--- config.mk ---
export PLATFORM = sky130hd
export DESIGN_NAME = tmr8_timer
export DESIGN_NICKNAME = d
export VERILOG_FILES = /design/src/core/tmr8_pkg.sv /design/src/core/tmr8_timer.sv
export VERILOG_INCLUDE_DIRS = /design/src /design/src/core
export SDC_FILE = /design/constraint.sdc
export NUM_CORES = 1
export LEC_CHECK = 0
export ABC_AREA = 1
export BUFFER_PORTS_ARGS = -buffer_cell sky130_fd_sc_hd__buf_2
export CAP_MARGIN = 20
export CELL_PAD_IN_SITES_DETAIL_PLACEMENT = 1
export CELL_PAD_IN_SITES_GLOBAL_PLACEMENT = 1
export CORE_MARGIN = 3
export CORE_UTILIZATION = 47
export CTS_BUF_LIST = sky130_fd_sc_hd__clkbuf_4 sky130_fd_sc_hd__clkbuf_8
export CTS_CLUSTER_SIZE = 12
export DETAILED_ROUTE_END_ITERATION = 6
export GPL_TIMING_DRIVEN = 0
export PLACE_DENSITY_LB_ADDON = 0.1
export SYNTH_ARGS = -nofsm -noshare
export SYNTH_HDL_FRONTEND = slang
export SYNTH_SLANG_ARGS = --single-unit
--- constraint.sdc ---
create_clock -name i_sys_clk -period 2.4 [get_ports i_sys_clk]
set_clock_uncertainty 0.15 [all_clocks]
set_input_delay 0.36 -clock i_sys_clk [delete_from_list [all_inputs] [get_ports i_sys_clk]]
set_output_delay 0.36 -clock i_sys_clk [all_outputs]
set_load 0.01 [all_outputs]
--- src/core/tmr8_map.svh ---
// Purpose: offsets, field positions and reset values of the 8-bit timer block
// Assumes: byte-wide register port, one byte per offset
// Notes: definitions only
`ifndef TMR8_MAP_SVH
`define TMR8_MAP_SVH
// ****************************************************************
// register offsets
// ****************************************************************
`define TMR8_OFS_SYNC_CTRL 8'h43
`define TMR8_OFS_IRQ_FLAG  8'h37
`define TMR8_OFS_IRQ_MASK  8'h70
`define TMR8_OFS_PWR       8'h64
`define TMR8_OFS_CTRL_A    8'hB0
`define TMR8_OFS_CTRL_B    8'hB1
`define TMR8_OFS_COUNT     8'hB2
`define TMR8_OFS_CMP_A     8'hB3
`define TMR8_OFS_CMP_B     8'hB4
`define TMR8_OFS_ASYNC     8'hB6
// ****************************************************************
// field positions and pending-write slots
// ****************************************************************
`define TMR8_BIT_HOLD      7
`define TMR8_BIT_APSR      1
`define TMR8_BIT_SPSR      0
`define TMR8_BIT_PWR       6
`define TMR8_BIT_ASEL      5
`define TMR8_P_CNT         0
`define TMR8_P_CMPA        1
`define TMR8_P_CMPB        2
`define TMR8_P_CA          3
`define TMR8_P_CB          4
// ****************************************************************
// reset values and count limits
// ****************************************************************
`define TMR8_RST_BYTE      8'h00
`define TMR8_BOTTOM        8'h00
`define TMR8_MAX           8'hFF
`endif

--- src/core/tmr8_pkg.sv ---
// Purpose: types shared by the 8-bit timer block
// Assumes: constants live in tmr8_map.svh
// Notes: carrier structs and waveform kinds
package tmr8_pkg;
  // cpu register request, one access per cycle
  typedef struct packed {
    logic [7:0] addr;
    logic [7:0] wdata;
    logic       wr;
    logic       rd;
  } tmr8_req_t;
  // control register a layout
  typedef struct packed {
    logic [1:0] com_a;
    logic [1:0] com_b;
    logic [1:0] rsv;
    logic [1:0] wgm;
  } tmr8_ctrl_a_t;
  // waveform family derived from the mode bits
  typedef enum logic [1:0] {
    TMR8_KIND_PLAIN = 2'h0,
    TMR8_KIND_FAST  = 2'h1,
    TMR8_KIND_PHASE = 2'h3
  } tmr8_kind_t;
endpackage

--- src/core/tmr8_timer.sv ---
// Purpose: 8-bit up/down timer with two compare channels and shared prescaler control
// Assumes: crystal input is a slow pin sampled on i_sys_clk
// Notes: register reads return one cycle after the read strobe
`timescale 1ns/1ns
`default_nettype none
`include "tmr8_map.svh"

// Functional notes
// - writing one to hold mode bit enters synchronization mode
// - in hold mode both prescaler-reset bits keep their written value
// - writing hold mode zero clears both prescaler-reset bits together
// - async prescaler reset bit resets prescaler, then self-clears unless held
// - in crystal mode async reset bit reads one until reset done
// - sync prescaler reset clears shared prescaler, self-clears unless held
// - bottom is 0x00, max 0xFF, top is 0xFF or compare a
// - count and both compare registers are eight bits wide
// - all requests show as flags, each masked individually
// - timer clock is system clock unless async clock select is one
// - clock select zero stops counter; count stays readable and writable
// - cpu count write beats clear, increment or decrement
// - counter clears, counts up or down per waveform mode bits
// - compare equality sets its flag at the next timer clock
// - compare flags clear on service or by writing one
// - compare values double buffered in pwm modes, direct otherwise
// - cpu sees buffer when buffered, active compare otherwise
// - waveform output uses match, mode, output mode, top and bottom
// - power bit written one enables the crystal-capable timer
// - overflow flag set per mode and can raise an interrupt
// - prescaler offers divide 1, 8, 32, 64, 128, 256, 1024
// - normal mode overflow set in the tick the count wraps
module tmr8_timer #(
  parameter int PRE_W = 10
) (
  // clock and reset
  input  wire logic              i_sys_clk,
  input  wire logic              i_rst_n,
  // register port
  input  wire tmr8_pkg::tmr8_req_t i_req,
  output logic [7:0]             o_rdata,
  // interrupt service
  input  wire logic [2:0]        i_irq_ack,
  output logic [2:0]             o_irq,
  // crystal oscillator
  input  wire logic              i_crystal_in_pin,
  // compare outputs and pin override enables
  output logic                   o_compare_out_a,
  output logic                   o_compare_out_b,
  output logic                   o_compare_en_a,
  output logic                   o_compare_en_b,
  // shared prescaler of the synchronous timers
  output logic                   o_sync_prescaler_reset,
  output logic [PRE_W-1:0]       o_sync_prescale_count
);
  // ****************************************************************
  // parameter check and helpers
  // ****************************************************************
  if (PRE_W < 10) begin : g_chk
    $error("prescaler needs at least ten bits");
  end

  localparam logic [7:0] OFS [5] = '{`TMR8_OFS_COUNT, `TMR8_OFS_CMP_A, `TMR8_OFS_CMP_B,
                                     `TMR8_OFS_CTRL_A, `TMR8_OFS_CTRL_B};

  // write strobe aimed at one offset
  function automatic logic hit(input tmr8_pkg::tmr8_req_t r, input logic [7:0] ofs);
    return r.wr && (r.addr == ofs);
  endfunction

  // prescaler tap selected by clock select; zero means stopped
  function automatic logic tap(input logic [2:0] cs, input logic [9:0] p);
    logic t;
    t = 1'b0;
    unique case (cs)
      3'h0: t = 1'b0;
      3'h1: t = 1'b1;
      3'h2: t = &p[2:0];
      3'h3: t = &p[4:0];
      3'h4: t = &p[5:0];
      3'h5: t = &p[6:0];
      3'h6: t = &p[7:0];
      3'h7: t = &p[9:0];
    endcase
    return t;
  endfunction

  // next compare output level for one channel
  function automatic logic wave(input logic [1:0] com, input logic cur, input logic m,
                                input logic wrap, input logic dn,
                                input tmr8_pkg::tmr8_kind_t k, input logic t1);
    logic v;
    v = com[0];
    if (com == 2'h0) return cur;
    if (com == 2'h1) return (m && (k == tmr8_pkg::TMR8_KIND_PLAIN || t1)) ? ~cur : cur;
    unique case (k)
      tmr8_pkg::TMR8_KIND_FAST:  return m ? v : (wrap ? ~v : cur);
      tmr8_pkg::TMR8_KIND_PHASE: return m ? (dn ? ~v : v) : cur;
      default:                   return m ? v : cur;
    endcase
  endfunction

  // ****************************************************************
  // state
  // ****************************************************************
  logic                   s1_ff, s2_ff, s3_ff;
  logic                   hold_ff, apsr_ff, spsr_ff, pwr_ff, asel_ff;
  logic                   nxt_hold, nxt_apsr, nxt_spsr, nxt_pwr, nxt_asel;
  logic [PRE_W-1:0]       apre_ff, spre_ff, nxt_apre, nxt_spre;
  tmr8_pkg::tmr8_ctrl_a_t ca_ff, nxt_ca;
  logic [3:0]             cb_ff, nxt_cb;
  logic [7:0]             cnt_ff, nxt_cnt;
  logic [7:0]             bufa_ff, bufb_ff, acta_ff, actb_ff;
  logic [7:0]             nxt_bufa, nxt_bufb, nxt_acta, nxt_actb;
  logic                   dn_ff, blk_ff, oca_ff, ocb_ff;
  logic                   nxt_dn, nxt_blk, nxt_oca, nxt_ocb;
  logic [2:0]             flg_ff, msk_ff, nxt_flg, nxt_msk;
  logic [7:0]             pend_ff [5];
  logic [7:0]             nxt_pend [5];
  logic [4:0]             busy_ff, nxt_busy;
  logic [7:0]             rdata_ff, nxt_rdata;

  // ****************************************************************
  // decode
  // ****************************************************************
  logic                   osc_edge, base, tick, pwm, wrap, mat_a, mat_b, tov;
  logic [2:0]             wgm;
  logic [7:0]             topv;
  logic [4:0]             ev;
  logic [7:0]             evd [5];
  tmr8_pkg::tmr8_kind_t   kind;

  // rising crystal edge seen once the second sample is one and the third still zero
  assign osc_edge = s2_ff & ~s3_ff;
  assign base     = asel_ff ? osc_edge : 1'b1;
  // a held async prescaler reset keeps the timer halted
  assign tick     = pwr_ff && base && !apsr_ff && tap(cb_ff[2:0], apre_ff[9:0]);
  assign wgm      = {cb_ff[3], ca_ff.wgm};
  assign pwm      = wgm[0];
  assign kind     = !pwm ? tmr8_pkg::TMR8_KIND_PLAIN :
                    (wgm[1] ? tmr8_pkg::TMR8_KIND_FAST : tmr8_pkg::TMR8_KIND_PHASE);
  assign topv     = (wgm == 3'h2 || wgm[2]) ? acta_ff : `TMR8_MAX;
  assign wrap     = (cnt_ff == topv) && !(kind == tmr8_pkg::TMR8_KIND_PHASE);
  // a count write blocks the match of the next tick
  assign mat_a    = (cnt_ff == acta_ff) && !blk_ff;
  assign mat_b    = (cnt_ff == actb_ff) && !blk_ff;
  // overflow: wrap from max in plain modes, at top in fast, at bottom in phase
  assign tov      = (kind == tmr8_pkg::TMR8_KIND_PHASE) ? (dn_ff && cnt_ff == 8'h01) :
                    (wrap && (pwm || cnt_ff == `TMR8_MAX));

  // write events: direct in system mode, replayed at a crystal edge otherwise
  always_comb begin
    for (int i = 0; i < 5; i++) begin
      ev[i]       = asel_ff ? (busy_ff[i] & osc_edge) : hit(i_req, OFS[i]);
      evd[i]      = asel_ff ? pend_ff[i] : i_req.wdata;
      nxt_pend[i] = hit(i_req, OFS[i]) ? i_req.wdata : pend_ff[i];
      nxt_busy[i] = asel_ff & (hit(i_req, OFS[i]) | (busy_ff[i] & ~osc_edge));
    end
  end

  // ****************************************************************
  // prescaler control
  // ****************************************************************
  always_comb begin
    nxt_hold = hit(i_req, `TMR8_OFS_SYNC_CTRL) ? i_req.wdata[`TMR8_BIT_HOLD] : hold_ff;
    nxt_spsr = spsr_ff & hold_ff;
    // in crystal mode the bit stays up until a crystal edge did the reset
    nxt_apsr = apsr_ff & (hold_ff | (asel_ff & ~osc_edge));
    if (hit(i_req, `TMR8_OFS_SYNC_CTRL)) begin
      nxt_spsr = i_req.wdata[`TMR8_BIT_SPSR];
      nxt_apsr = i_req.wdata[`TMR8_BIT_APSR];
    end
    nxt_spre = spsr_ff ? '0 : spre_ff + 1'b1;
    nxt_apre = apre_ff;
    if (base) begin
      nxt_apre = apsr_ff ? '0 : apre_ff + 1'b1;
    end
    nxt_pwr  = hit(i_req, `TMR8_OFS_PWR) ? i_req.wdata[`TMR8_BIT_PWR] : pwr_ff;
    nxt_asel = hit(i_req, `TMR8_OFS_ASYNC) ? i_req.wdata[`TMR8_BIT_ASEL] : asel_ff;
  end

  always_ff @(posedge i_sys_clk or negedge i_rst_n) begin
    if (!i_rst_n) begin
      s1_ff   <= 1'b0;
      s2_ff   <= 1'b0;
      s3_ff   <= 1'b0;
      hold_ff <= 1'b0;
      apsr_ff <= 1'b0;
      spsr_ff <= 1'b0;
      pwr_ff  <= 1'b0;
      asel_ff <= 1'b0;
      apre_ff <= '0;
      spre_ff <= '0;
      busy_ff <= '0;
      for (int i = 0; i < 5; i++) begin
        pend_ff[i] <= `TMR8_RST_BYTE;
      end
    end else begin
      s1_ff   <= i_crystal_in_pin;
      s2_ff   <= s1_ff;
      s3_ff   <= s2_ff;
      hold_ff <= nxt_hold;
      apsr_ff <= nxt_apsr;
      spsr_ff <= nxt_spsr;
      pwr_ff  <= nxt_pwr;
      asel_ff <= nxt_asel;
      apre_ff <= nxt_apre;
      spre_ff <= nxt_spre;
      busy_ff <= nxt_busy;
      pend_ff <= nxt_pend;
    end
  end

  // ****************************************************************
  // counter, compare, waveform and flags
  // ****************************************************************
  always_comb begin
    nxt_cnt  = cnt_ff;
    nxt_dn   = dn_ff;
    nxt_blk  = blk_ff & ~tick;
    nxt_bufa = bufa_ff;
    nxt_bufb = bufb_ff;
    nxt_acta = acta_ff;
    nxt_actb = actb_ff;
    nxt_oca  = oca_ff;
    nxt_ocb  = ocb_ff;
    nxt_ca   = ca_ff;
    nxt_cb   = cb_ff;
    if (tick) begin
      if (kind == tmr8_pkg::TMR8_KIND_PHASE) begin
        if (!dn_ff && cnt_ff == topv) begin
          nxt_dn   = 1'b1;
          nxt_cnt  = cnt_ff - 8'h01;
          nxt_acta = bufa_ff;
          nxt_actb = bufb_ff;
        end else if (dn_ff && cnt_ff == `TMR8_BOTTOM) begin
          nxt_dn  = 1'b0;
          nxt_cnt = cnt_ff + 8'h01;
        end else begin
          nxt_cnt = dn_ff ? cnt_ff - 8'h01 : cnt_ff + 8'h01;
        end
      end else begin
        nxt_dn  = 1'b0;
        nxt_cnt = wrap ? `TMR8_BOTTOM : cnt_ff + 8'h01;
        if (wrap && pwm) begin
          nxt_acta = bufa_ff;
          nxt_actb = bufb_ff;
        end
      end
      nxt_oca = wave(ca_ff.com_a, oca_ff, mat_a, wrap, dn_ff, kind, wgm[2]);
      nxt_ocb = wave(ca_ff.com_b, ocb_ff, mat_b, wrap, dn_ff, kind, 1'b0);
    end
    if (ev[`TMR8_P_CMPA]) begin
      nxt_bufa = evd[`TMR8_P_CMPA];
      if (!pwm) nxt_acta = evd[`TMR8_P_CMPA];
    end
    if (ev[`TMR8_P_CMPB]) begin
      nxt_bufb = evd[`TMR8_P_CMPB];
      if (!pwm) nxt_actb = evd[`TMR8_P_CMPB];
    end
    if (ev[`TMR8_P_CA]) begin
      nxt_ca     = evd[`TMR8_P_CA];
      nxt_ca.rsv = 2'h0;
    end
    if (ev[`TMR8_P_CB]) nxt_cb = evd[`TMR8_P_CB][3:0];
    // cpu write wins over any count action in the same cycle
    if (ev[`TMR8_P_CNT]) begin
      nxt_cnt = evd[`TMR8_P_CNT];
      nxt_blk = 1'b1;
    end
    // set beats clear so an event in the clearing cycle survives
    nxt_flg = ({mat_b, mat_a, tov} & {3{tick}}) |
              (flg_ff & ~(i_irq_ack |
                          (hit(i_req, `TMR8_OFS_IRQ_FLAG) ? i_req.wdata[2:0] : 3'h0)));
    nxt_msk = hit(i_req, `TMR8_OFS_IRQ_MASK) ? i_req.wdata[2:0] : msk_ff;
  end

  always_ff @(posedge i_sys_clk or negedge i_rst_n) begin
    if (!i_rst_n) begin
      cnt_ff  <= `TMR8_RST_BYTE;
      dn_ff   <= 1'b0;
      blk_ff  <= 1'b0;
      bufa_ff <= `TMR8_RST_BYTE;
      bufb_ff <= `TMR8_RST_BYTE;
      acta_ff <= `TMR8_RST_BYTE;
      actb_ff <= `TMR8_RST_BYTE;
      oca_ff  <= 1'b0;
      ocb_ff  <= 1'b0;
      ca_ff   <= `TMR8_RST_BYTE;
      cb_ff   <= 4'h0;
      flg_ff  <= 3'h0;
      msk_ff  <= 3'h0;
    end else begin
      cnt_ff  <= nxt_cnt;
      dn_ff   <= nxt_dn;
      blk_ff  <= nxt_blk;
      bufa_ff <= nxt_bufa;
      bufb_ff <= nxt_bufb;
      acta_ff <= nxt_acta;
      actb_ff <= nxt_actb;
      oca_ff  <= nxt_oca;
      ocb_ff  <= nxt_ocb;
      ca_ff   <= nxt_ca;
      cb_ff   <= nxt_cb;
      flg_ff  <= nxt_flg;
      msk_ff  <= nxt_msk;
    end
  end

  // ****************************************************************
  // register read port
  // ****************************************************************
  always_comb begin
    nxt_rdata = rdata_ff;
    if (i_req.rd) begin
      unique case (i_req.addr)
        `TMR8_OFS_SYNC_CTRL: nxt_rdata = {hold_ff, 5'h00, apsr_ff, spsr_ff};
        `TMR8_OFS_IRQ_FLAG:  nxt_rdata = {5'h00, flg_ff};
        `TMR8_OFS_IRQ_MASK:  nxt_rdata = {5'h00, msk_ff};
        `TMR8_OFS_PWR:       nxt_rdata = {1'b0, pwr_ff, 6'h00};
        `TMR8_OFS_CTRL_A:    nxt_rdata = ca_ff;
        `TMR8_OFS_CTRL_B:    nxt_rdata = {4'h0, cb_ff};
        `TMR8_OFS_COUNT:     nxt_rdata = cnt_ff;
        `TMR8_OFS_CMP_A:     nxt_rdata = pwm ? bufa_ff : acta_ff;
        `TMR8_OFS_CMP_B:     nxt_rdata = pwm ? bufb_ff : actb_ff;
        `TMR8_OFS_ASYNC:     nxt_rdata = {2'h0, asel_ff, busy_ff};
        default:             nxt_rdata = 8'h00;
      endcase
    end
  end

  always_ff @(posedge i_sys_clk or negedge i_rst_n) begin
    if (!i_rst_n) begin
      rdata_ff <= 8'h00;
    end else begin
      rdata_ff <= nxt_rdata;
    end
  end

  // outputs; enables follow the output-mode bits at once
  assign o_rdata                = rdata_ff;
  assign o_irq                  = flg_ff & msk_ff;
  assign o_compare_out_a        = oca_ff;
  assign o_compare_out_b        = ocb_ff;
  assign o_compare_en_a         = |ca_ff.com_a;
  assign o_compare_en_b         = |ca_ff.com_b;
  assign o_sync_prescaler_reset = spsr_ff;
  assign o_sync_prescale_count  = spre_ff;
endmodule
`default_nettype wire

; Yosys cells after proc, flatten, opt, wreduce, memory -nomap -nowiden
; Cells that the tools add are included.
; Widths: inputs -> output; s select.
[word_totals]
ff_bits = 137
input_bits = 24
elab_cells = 237
[classes]
bitwise = 39
muxes = 79
n_reduce_logical = 51
n_addsub = 4
eq_ne = 32
[op_table]
columns = op, count
row1 = $mux 8, 26
row2 = $pmux 8 s10, 1
row3 = $eq 8x8->1 const B, 7
row4 = $mux 1, 43
row5 = $eq 8x7->1 const B, 3
row6 = $eq 8x8->1, 3
row7 = $logic_and 1x1->1, 23
row8 = $add 10x1->10 const B, 2
row9 = $and 1x1->1, 20
row10 = $mux 10, 2
row11 = $reduce_bool 4->1, 4
row12 = $reduce_and 5->1, 3
row13 = $eq 3x3->1 const B, 4
row14 = $reduce_and 10->1, 1
row15 = $and 3x3->3, 3
row16 = $eq 3x2->1 const B, 3
row17 = $add 8x1->8 const B, 1
row18 = $eq 8x1->1 const B, 1
row19 = $eq 8x6->1 const B, 1
row20 = $logic_not 8->1, 1
row21 = $ne 4x2->1 const B, 2
row22 = $ne 4x4->1 const B, 2
row23 = $pmux 1 s8, 1
row24 = $reduce_and 8->1, 1
row25 = other kinds (23), 47

; Logic depth before layout (Yosys ltp)
; Gate-level depths: netlist (run 1).
[depth]
ltp_word = 11
ltp_mapped = 14
depth_no_buf = 14

; Worst setup path before layout (run 1)
; OpenSTA, ideal clock, no wires.
[synth_timing]
kind = flip-flop to flip-flop
startpoint = register apre_ff[0]
endpoint = register acta_ff[0]
period_less_slack_ns = 2.044
t_arrival_ns = 1.829
path_stages_with_launch = 14
setup_slack_ns = 0.356
setup_ns = 0.065
path_cell_list = dfrtp_1 > ha_1 > nand3_1 > inv_1 > ha_1 > o21ai_0 > a31oi_1 > nand2_2 > inv_2 > buf_4 > buf_6 > nand3_1 > nand3_1 > nand2_1
[synth_via]
elab_chain_len = 6
[synth_rtl]
columns = item, line_no
row1 = "start, declared", tmr8_timer.sv:107  ; logic [PRE_W-1:0] apre_ff, spre_ff, nxt_apre, nxt_spre;
row2 = "start signal, assigned", tmr8_timer.sv:205  ; apre_ff <= nxt_apre;
row3 = $reduce_and 10->1 (tied with other cells), tmr8_timer.sv:81  ; 3'h7: t = &p[9:0];
row4 = $pmux 1 s8 *, tmr8_timer.sv:73  ; unique case (cs)
row5 = $logic_and 1x1->1 *, tmr8_timer.sv:135  ; assign tick = pwr_ff && base && !apsr_ff && tap(cb_ff[2:0], apre_ff[9:0]);
row6 = $mux 8 *, tmr8_timer.sv:227  ; if (tick) begin
row7 = $mux 8, tmr8_timer.sv:253  ; if (!pwm) nxt_acta = evd[`TMR8_P_CMPA];
row8 = $mux 8 *, tmr8_timer.sv:251  ; if (ev[`TMR8_P_CMPA]) begin
row9 = net nxt_acta[0], tmr8_timer.sv:112  ; logic [7:0] nxt_bufa, nxt_bufb, nxt_acta, nxt_actb;
row10 = "end signal, assigned", tmr8_timer.sv:283  ; acta_ff <= `TMR8_RST_BYTE;
row11 = "end signal, assigned", tmr8_timer.sv:297  ; acta_ff <= nxt_acta;
row12 = "end, declared", tmr8_timer.sv:111  ; logic [7:0] bufa_ff, bufb_ff, acta_ff, actb_ff;
; Mark *: on every way through the listed nets, which the timed path passes. The rest lies on a longest branch.
; A chain may end at the register's enable or synchronous reset.

; Final worst setup path (run 1)
[layout_timing]
startpoint = register apre_ff[0]
endpoint = register actb_ff[5]
[layout_via]
elab_chain_len = 6
[layout_rtl]
columns = item, line_no
row1 = $reduce_and 10->1 (tied with other cells), tmr8_timer.sv:81
row2 = $pmux 1 s8 *, tmr8_timer.sv:73
row3 = $logic_and 1x1->1 *, tmr8_timer.sv:135
row4 = $mux 8 *, tmr8_timer.sv:227
row5 = $mux 8, tmr8_timer.sv:257  ; if (!pwm) nxt_actb = evd[`TMR8_P_CMPB];
row6 = $mux 8 *, tmr8_timer.sv:255  ; if (ev[`TMR8_P_CMPB]) begin
row7 = net nxt_actb[5], tmr8_timer.sv:112
row8 = "end signal, assigned", tmr8_timer.sv:284  ; actb_ff <= `TMR8_RST_BYTE;
row9 = "end signal, assigned", tmr8_timer.sv:298  ; actb_ff <= nxt_actb;
row10 = "end, declared", tmr8_timer.sv:111
; Marks and branches as above.

==> tab_implementation.tex, run 1 <==
\begin{tabular}{lr}
\hline
Metric & Value \\
\hline
\multicolumn{2}{l}{\textbf{Synthesis}} \\
\quad Number of synthesis warnings & 0 \\
\quad Syn Nets & roughly 1100 \\
\quad Synthesized cell area & 0.007700 mm\^{}2 \\
\quad Number of enable flip-flop cells after synthesis & 0 \\
\quad Mapped Cells & 1043 \\
\quad Avg Cell Area, Syn & 7.382 um\^{}2 \\
\quad Most used DFF post-synth & sky130\_fd\_sc\_hd\_\_dfrtp\_1 \\
\quad FFs w/ async S/R, synth & 100.0\% \\
\quad FF+latch count, synth & 135 \\
\quad Register area share after synthesis & 43.87\% \\
\quad Netlist cell types & between 40 and 50 \\
\multicolumn{2}{l}{\textbf{STA}} \\
\quad Final critical-path required period & 2.257 ns \\
\quad Pins Over Slew Limit & 0 \\
\quad Finish-stage setup viols & 0 \\
\quad Fin Setup TNS & 0 ns \\
\quad Number of endpoints with negative hold slack in the final report & 0 \\
\quad Ratio of final minimum period to clock period & a little over nine tenths \\
\quad Slew Limit Headroom & 45.00\% \\
\quad Slew @ Worst Pin & $\sim$0.82 ns \\
\quad Highest attainable clock frequency & approximately 440 MHz \\
\multicolumn{2}{l}{\textbf{Global route}} \\
\quad Vias in the first global route & 7553 \\
\quad Pin count of the biggest net entering global routing & 76 \\
\quad Wire length of the first global-routing pass & 41800 um \\
\quad GR Util All Layers & a little under a third \\
\quad Overflow left after global routing & 0 \\
\quad Antenna violations before repair & 0 \\
\multicolumn{2}{l}{\textbf{Die}} \\
\quad Die extent in y & 134.0 um \\
\quad Die Wd & 134.0 um \\
\quad Area enclosed by the die boundary & 0.01795 mm\^{}2 \\
\quad Number of rows created at floorplan & 46 \\
\quad Placeable core region & 0.01594 mm\^{}2 \\
\quad Starting utilization of the core area & 48.30\% \\
\quad Boundary pin count & 50 \\
\multicolumn{2}{l}{\textbf{Layout}} \\
\quad Combined flip-flop and latch cell area & 0.003382 mm\^{}2 \\
\quad Commonest cells after routing, fill and taps aside & sky130\_fd\_sc\_hd\_\_nand2\_1, sky130\_fd\_sc\_hd\_\_dfrtp\_1, sky130\_fd\_sc\_hd\_\_inv\_1, sky130\_fd\_sc\_hd\_\_o21ai\_0, sky130\_fd\_sc\_hd\_\_nand3\_1 \\
\quad Proportion of layout cells with a drive suffix above 1 & 14.31\% \\
\quad Non-filler instance count after layout & 1348 \\
\quad Number of nets at the end of the flow & 1151 \\
\quad Most frequent standard cell in the layout excluding fill and tap cells & sky130\_fd\_sc\_hd\_\_nand2\_1 \\
\quad Multi-input combinational cell area & 0.003701 mm\^{}2 \\
\quad Fillers & about 2100 \\
\quad Final antenna diode count & 0 \\
\quad Layout Utilization & 54.91\% \\
\quad Layout Area Growth over Synthesis & 13.70\% \\
\multicolumn{2}{l}{\textbf{Min path}} \\
\quad Number of stages on the worst hold path & 3 \\
\quad Tightest Hold Check Type & in -> reg \\
\multicolumn{2}{l}{\textbf{Placed design}} \\
\quad I/O Buffers & 47 \\
\quad Post-detail-place hpwl & 19820 um \\
\quad Placer Congestion & 0.9436 \\
\quad Placed cell count & 1307 \\
\multicolumn{2}{l}{\textbf{Setup path}} \\
\quad Cell count of the worst reg-to-reg path & 13 \\
\quad Endpoint class of the critical path & flip-flop \\
\quad Crit path DAT & approximately 2.5 ns \\
\quad Ordered list of cells on the worst path & ha\_1 -> nand3\_1 -> inv\_1 -> ha\_1 -> o21ai\_0 -> a31oi\_1 -> nand2\_2 -> inv\_2 -> buf\_6 -> buf\_6 -> nand3\_1 -> nand3\_1 -> nand2\_1 \\
\quad Critical path start-end classification & reg -> reg \\
\quad Maximum single-stage delay on the critical path & roughly 0.40 ns \\
\quad Instance count on the critical path & 13 \\
\quad Startpoint types & flip-flop \\
\quad Number of buffers and inverters on the critical path & 4 \\
\quad Largest delay share family, worst path & buffers and inverters \\
\quad Crit-path slowest cell & sky130\_fd\_sc\_hd\_\_dfrtp\_1 \\
\quad Data required time at the worst endpoint & around 2.6 ns \\
\quad CP max FO & 10 \\
\quad Most Frequent Cell on Critical Path & sky130\_fd\_sc\_hd\_\_nand3\_1 \\
\multicolumn{2}{l}{\textbf{Clock network}} \\
\quad Deepest level of the CTS H-tree & 4 \\
\quad Clock latency on the worst-skew pair & 0.47 ns \\
\quad CTS tree & built \\
\quad Clock sink count & approximately 140 \\
\quad Clock Pin Slew Worst Setup and Hold Paths & 0.10 ns \\
\quad Cts bufs inserted & 17 \\
\quad Library cell used as clock root buffer & sky130\_fd\_sc\_hd\_\_clkbuf\_8 \\
\quad Maximum count of clock buffers along a single path & 2 \\
\multicolumn{2}{l}{\textbf{Routing}} \\
\quad Final routed wire length divided by cell count & a little under 20 um \\
\quad Routed wire length & about 26000 um \\
\quad Post-route antenna net violation count & 0 \\
\quad Routed via count & 7423 \\
\quad 1st-pass router iterations & 5 \\
\quad Detailed router's first-iteration violation count & 611 \\
\quad Drt drc & 0 \\
\quad Vias per cell & 5.507 \\
\multicolumn{2}{l}{\textbf{Status}} \\
\quad Run status & finished, final reports clean \\
\multicolumn{2}{l}{\textbf{Power and ir drop}} \\
\quad Total leakage power & 4.564 nW \\
\quad Worst vdd rail ir drop & 468.5 uV \\
\quad Total power per unit cell area & around 920 mW/mm\^{}2 \\
\quad Overall power of the completed layout & 0.008059 W \\
\multicolumn{2}{l}{\textbf{Run}} \\
\quad Count of max-cap constraint violations & 0 \\
\hline
\end{tabular}
sequential cells by signal, summed over array words and instances (netlist names), 3 cells and up:
signal,count
o_rdata,8
acta_ff,8
cnt_ff,8
bufa_ff,8
pend_ff,34
cb_ff,4
busy_ff,5
flg_ff,3
ca_ff,6
apre_ff,10
o_sync_prescale_count,10
msk_ff,3
bufb_ff,8
actb_ff,8
timing repair:
| action | CTS | global route |
|---|---|---|
| hold buffers | 6 | 0 |
| resized for setup | 3 | 12 |
| pin swaps | 0 | 1 |
| setup buffers | 0 | 3 |
| endpoints found under the hold margin | 65 | 0 |
| setup endpoints to repair | 13 | 23 |
cells by family after synthesis:
family	count (synthesis)	share of synthesized area, %
DFF	135	43.87
and+or+nand+nor	554	31.72
xor gates and xnor gates	12	1.365
buffers and inverters	162	8.564
AOI/OAI and AO/OA	172	13.18
adders and majority gates	8	1.300
per-stage QoR:
step | setup WS (ns) | hold slack, ns | instance area [um^2]
6_report | 0.1431 | 0.02800 | 8755
5_1_grt | -0.008793 | 0.01894 | 8755
4_1_cts | 0.001222 | 0.005160 | 8693
3_5_place_dp | -0.04876 | 0.1910 | 8239
3_3_place_gp | -1.151 | 0.1899 | 8205
2_1_floorplan | 0.3564 | -0.08559 | 7700
synthesized netlist by cell type, types with 3 or more instances:
cell / n / area (um^2)
sky130_fd_sc_hd__inv_2: 17 / 63.81
sky130_fd_sc_hd__o2111ai_1: 4 / 35.03
sky130_fd_sc_hd__buf_4: 7 / 52.55
sky130_fd_sc_hd__clkbuf_1: 14 / 52.55
sky130_fd_sc_hd__dfrtp_1: 135 / 3378
sky130_fd_sc_hd__nor3_1: 14 / 70.07
sky130_fd_sc_hd__a21oi_1: 23 / 115.1
sky130_fd_sc_hd__o22ai_4: 3 / 60.06
sky130_fd_sc_hd__o21ai_0: 91 / 455.4
sky130_fd_sc_hd__nand3_2: 3 / 30.03
sky130_fd_sc_hd__nand2_2: 4 / 25.02
sky130_fd_sc_hd__o22ai_1: 15 / 93.84
sky130_fd_sc_hd__ha_1: 8 / 100.1
sky130_fd_sc_hd__xor2_1: 12 / 105.1
sky130_fd_sc_hd__o21ai_1: 8 / 40.04
sky130_fd_sc_hd__inv_1: 111 / 416.7
sky130_fd_sc_hd__nand2_1: 363 / 1363
sky130_fd_sc_hd__nand4_1: 9 / 56.30
sky130_fd_sc_hd__nor2_4: 5 / 56.30
sky130_fd_sc_hd__clkinv_1: 3 / 11.26
sky130_fd_sc_hd__buf_2: 6 / 30.03
sky130_fd_sc_hd__nand2_4: 7 / 78.83
sky130_fd_sc_hd__nor2_1: 61 / 229.0
sky130_fd_sc_hd__o211ai_1: 8 / 60.06
sky130_fd_sc_hd__nor2_2: 6 / 37.54
sky130_fd_sc_hd__nand3_1: 72 / 360.4
sky130_fd_sc_hd__a31oi_1: 11 / 68.82
layout make-up:
| class | count | area share, % |
|---|---|---|
| clock inverters | 13 | 1.558 |
| well taps | 216 | 3.087 |
| repair buffers | 57 | 4.016 |
| clock buffers | 19 | 2.844 |
| plain buffers | 30 | 1.901 |
| flip-flops and latches | 135 | 38.63 |
| inverters | 132 | 5.688 |
| multi-input cells | 746 | 42.28 |
per-layer routing:
layer  vias to the layer above  part of all wire, %  track usage [%]
met5                         -                    0                0
met4                         0                  2.5            10.80
met3                        52                  4.9            5.401
met2                       215                   47            48.71
met1                      3644                   46            41.68
li1                       3512                    -                -
report_power, final:
group          internal, W  switching [W]  total [W]
Combinational     0.000984        0.00207    0.00305
Sequential         0.00268       0.000388    0.00307
Clock             0.000874        0.00107    0.00194
path summary, 6_finish.rpt:
path                         endpoint        from  slack, ns
max reg2reg                actb_ff[5]  apre_ff[0]       0.14
min in group asynchronous  apre_ff[7]     i_rst_n       0.29
max in group asynchronous  bufb_ff[6]     i_rst_n       0.98
max                        actb_ff[5]  apre_ff[0]       0.14
min reg2reg                     s2_ff       s1_ff       0.21
min                            pwr_ff    i_req[8]       0.03
worst register-to-register path: stages (launching register included):
cell and delay (ns):
sky130_fd_sc_hd__dfrtp_1 0.40, sky130_fd_sc_hd__ha_1 0.19, sky130_fd_sc_hd__nand3_1 0.09, sky130_fd_sc_hd__inv_1 0.06, sky130_fd_sc_hd__ha_1 0.14, sky130_fd_sc_hd__o21ai_0 0.08
sky130_fd_sc_hd__a31oi_1 0.20, sky130_fd_sc_hd__nand2_2 0.12, sky130_fd_sc_hd__inv_2 0.10, sky130_fd_sc_hd__buf_6 0.17, sky130_fd_sc_hd__buf_6 0.18, sky130_fd_sc_hd__nand3_1 0.09
sky130_fd_sc_hd__nand3_1 0.10, sky130_fd_sc_hd__nand2_1 0.07
No activity file was read; power rests on OpenSTA's default activity.
==> run 2, diff against run 1 <==
Settings changed: ABC_CLOCK_PERIOD_IN_PS set to 2400, BUFFER_PORTS_ARGS -buffer_cell sky130_fd_sc_hd__buf_2 to unset, CORE_UTILIZATION 47 to 49, DONT_BUFFER_PORTS set to 1, TNS_END_PERCENT set to 5.
==> tab_implementation.tex, run 2 (synthesized netlist as in run 1, its figures left out) <==
\begin{tabular}{lr}
\hline
Metric & Value \\
\hline
\multicolumn{2}{l}{\textbf{Setup path}} \\
\quad Startpoint types & flip-flop \\
\quad Critical path start-end classification & reg -> reg \\
\quad Worst-case register-to-register setup slack & 0.1 ns (-0.05 ns) \\
\quad Endpoint class of the critical path & flip-flop \\
\quad Data required time at the worst endpoint & 2.66 ns (+0.05 ns) \\
\quad Crit path DAT & 2.56 ns (+0.09 ns) \\
\quad CP max FO & 10 (unchanged) \\
\multicolumn{2}{l}{\textbf{Clock network}} \\
\quad Clock sink count & 135 (unchanged) \\
\quad CTS hold repair buffers & 9 (+3) \\
\quad Deepest level of the CTS H-tree & 4 (unchanged) \\
\quad CTS tree & built \\
\quad Maximum count of clock buffers along a single path & 2 (unchanged) \\
\quad Cts bufs inserted & 17 (unchanged) \\
\quad Clock latency on the worst-skew pair & 0.47 ns (about the same) \\
\quad Clock Pin Slew Worst Setup and Hold Paths & 0.08 ns (-0.02 ns) \\
\quad Library cell used as clock root buffer & sky130\_fd\_sc\_hd\_\_clkbuf\_8 \\
\multicolumn{2}{l}{\textbf{STA}} \\
\quad Fin Setup TNS & 0 ns (unchanged) \\
\quad Slew Limit Headroom & 41.57\% (-3.4 points) \\
\quad Finish-stage setup viols & 0 (unchanged) \\
\quad Worst Hold Slack & -0.5728 ns (-0.6008 ns) \\
\quad Pins Over Slew Limit & 0 (unchanged) \\
\quad Unrepaired setup endpoints after global routing & true \\
\quad Slew @ Worst Pin & 0.8764 ns (+0.05897 ns) \\
\quad Ratio of final minimum period to clock period & 95.92\% (+1.9 points) \\
\quad Highest attainable clock frequency & 434.4 MHz (-2.0\%) \\
\quad Number of endpoints with negative hold slack in the final report & 135 (+135) \\
\quad Final critical-path required period & 2.302 ns (+0.04513 ns) \\
\multicolumn{2}{l}{\textbf{Die}} \\
\quad Starting utilization of the core area & 50.28\% (+2.0 points) \\
\quad Number of rows created at floorplan & 45 (-2.2\%) \\
\quad Boundary pin count & 50 (unchanged) \\
\quad Die Wd & 131.4 um (-2.0\%) \\
\quad Placeable core region & 0.01531 mm\^{}2 (-3.9\%) \\
\quad Area enclosed by the die boundary & 0.01725 mm\^{}2 (-3.9\%) \\
\quad Die extent in y & 131.4 um (-2.0\%) \\
\multicolumn{2}{l}{\textbf{Global route}} \\
\quad Antenna violations before repair & 0 (unchanged) \\
\quad GR Util All Layers & 31.10\% (+0.72 points) \\
\quad Pin count of the biggest net entering global routing & 136 (+79\%) \\
\quad Vias in the first global route & 7381 (-2.3\%) \\
\quad Wire length of the first global-routing pass & 41590 um (-0.50\%) \\
\quad Overflow left after global routing & 0 (unchanged) \\
\multicolumn{2}{l}{\textbf{Routing}} \\
\quad Max Used Layer & met4 \\
\quad Post-route antenna net violation count & 0 (unchanged) \\
\quad Routed via count & 7248 (-2.4\%) \\
\quad Vias per cell & 5.597 (+1.6\%) \\
\quad Final routed wire length divided by cell count & 20.34 um (+3.8\%) \\
\quad Routed met1 length & 11590 um (-4.2\%) \\
\quad Met2 Wirelength & 12260 um (-0.86\%) \\
\quad Routed wire length & 26340 um (-0.33\%) \\
\quad 1st-pass router iterations & 5 (unchanged) \\
\quad Met3 wire len & 1631 um (+26\%) \\
\quad Detailed router's first-iteration violation count & 613 (+0.33\%) \\
\quad Drt drc & 0 (unchanged) \\
\multicolumn{2}{l}{\textbf{Status}} \\
\quad Run status & finished with violations \\
\quad Failing checks & hold timing \\
\multicolumn{2}{l}{\textbf{Placed design}} \\
\quad Placer Congestion & 0.9323 (-1.2\%) \\
\quad Post-detail-place hpwl & 19010 um (-4.1\%) \\
\quad Placed cell count & 1254 (-4.1\%) \\
\quad I/O Buffers & 0 (-100\%) \\
\multicolumn{2}{l}{\textbf{Power and ir drop}} \\
\quad Internal Dissipation & 0.004784 W (+5.5\%) \\
\quad Share of power burned in registers & 38.3\% (+0.2 points) \\
\quad Overall power of the completed layout & 0.008151 W (+1.1\%) \\
\quad Worst vdd rail ir drop & 638.9 uV (+36\%) \\
\quad Net Sw Power & 0.003367 W (-4.4\%) \\
\quad Switching part of the total & 41.30\% (-2.4 points) \\
\quad Clock power share & 26.5\% (+2.4 points) \\
\quad Total leakage power & 4.380 nW (-4.0\%) \\
\quad Combinational share of power & 35.3\% (-2.6 points) \\
\quad Total power per unit cell area & 953.5 mW/mm\^{}2 (+3.6\%) \\
\multicolumn{2}{l}{\textbf{Run}} \\
\quad Count of max-cap constraint violations & 0 (unchanged) \\
\multicolumn{2}{l}{\textbf{Layout}} \\
\quad Commonest cells after routing, fill and taps aside & sky130\_fd\_sc\_hd\_\_nand2\_1, sky130\_fd\_sc\_hd\_\_dfrtp\_1, sky130\_fd\_sc\_hd\_\_inv\_1, sky130\_fd\_sc\_hd\_\_o21ai\_0, sky130\_fd\_sc\_hd\_\_nand3\_1 \\
\quad Number of nets at the end of the flow & 1106 (-3.9\%) \\
\quad Layout Area Growth over Synthesis & 11.02\% \\
\quad Flip-flop count of the largest register after layout & 34 (unchanged) \\
\quad Most frequent standard cell in the layout excluding fill and tap cells & sky130\_fd\_sc\_hd\_\_nand2\_1 \\
\quad Final antenna diode count & 0 (unchanged) \\
\quad Non-filler instance count after layout & 1295 (-3.9\%) \\
\quad Proportion of layout cells with a drive suffix above 1 & 10.33\% (-4.0 points) \\
\quad Largest Register & pend\_ff \\
\multicolumn{2}{l}{\textbf{Min path}} \\
\quad Tightest Hold Check Type & in -> async \\
\hline
\end{tabular}
run 2: worst paths after layout:
kind	from	end	depth (start not counted)
min	i_rst_n	apre_ff[1]	0
max reg2reg	asel_ff	cnt_ff[4]	8
max	asel_ff	cnt_ff[4]	8
max in group asynchronous	i_rst_n	actb_ff[5]	0
min in group i_sys_clk	i_req[9]	pend_ff[15]	2
min reg2reg	s1_ff	s2_ff	0
run 2: worst max-delay path: stages (launching register included):
cell and delay [ns]:
sky130_fd_sc_hd__dfrtp_1 0.36, sky130_fd_sc_hd__buf_1 0.67, sky130_fd_sc_hd__clkbuf_1 0.43, sky130_fd_sc_hd__nand2_1 0.13, sky130_fd_sc_hd__nand2_1 0.18, sky130_fd_sc_hd__nand2_1 0.11, sky130_fd_sc_hd__nand2_1 0.11, sky130_fd_sc_hd__nand2_1 0.05
sky130_fd_sc_hd__nand2_1 0.05
run 2: metal layers:
layer  up-vias  track usage, %
met1      3516           43.08
li1       3425               -
met4         0           11.38
met5         -               0
met2       244           49.11
met3        63           5.704
run 2: stage by stage:
step	instance area (um^2)	hold WS, ns	utilization (%)	setup WS (ns)
after floorplan	7700	-0.08559	-	0.3564
after global placement	7964	-0.08253	52.00	-0.03222
after detailed placement	7964	-0.08211	52.00	-0.08877
after CTS	8506	-0.5980	55.54	0.0005862
after global routing	8548	-0.6031	55.82	-0.03114
final	8548	-0.5728	55.82	0.09799
run 2: power by group through the flow:
| stage | sequential [W] | clock [W] | combinational [W] |
|---|---|---|---|
| finish | 0.00312 | 0.00216 | 0.00287 |
| global route | 0.00316 | 0.00228 | 0.00321 |
| CTS | 0.00310 | 0.00217 | 0.00281 |
| detailed placement | 0.00314 | 0 | 0.00274 |
| global placement | 0.00312 | 0 | 0.00265 |
| floorplan | 0.00298 | 0 | 0.00206 |
run 2: cell type report:
class                   count  area, um^2
plain buffers              30       170.2
clock buffers              19       261.5
clock inverters            10       171.4
fillers                  1970        6766
inverters                 132       498.0
multi-input cells         746        3689
flip-flops and latches    135        3382
well taps                 211       264.0
repair buffers             12       112.6
run 2: timing repair:
item / 4_1_cts / 5_1_grt
pin swaps: 1 / 1
resized for setup: 3 / 14
buffers inserted: 2 / 1
setup endpoints to repair: 11 / 27
hold endpoints to repair: 153 / 135
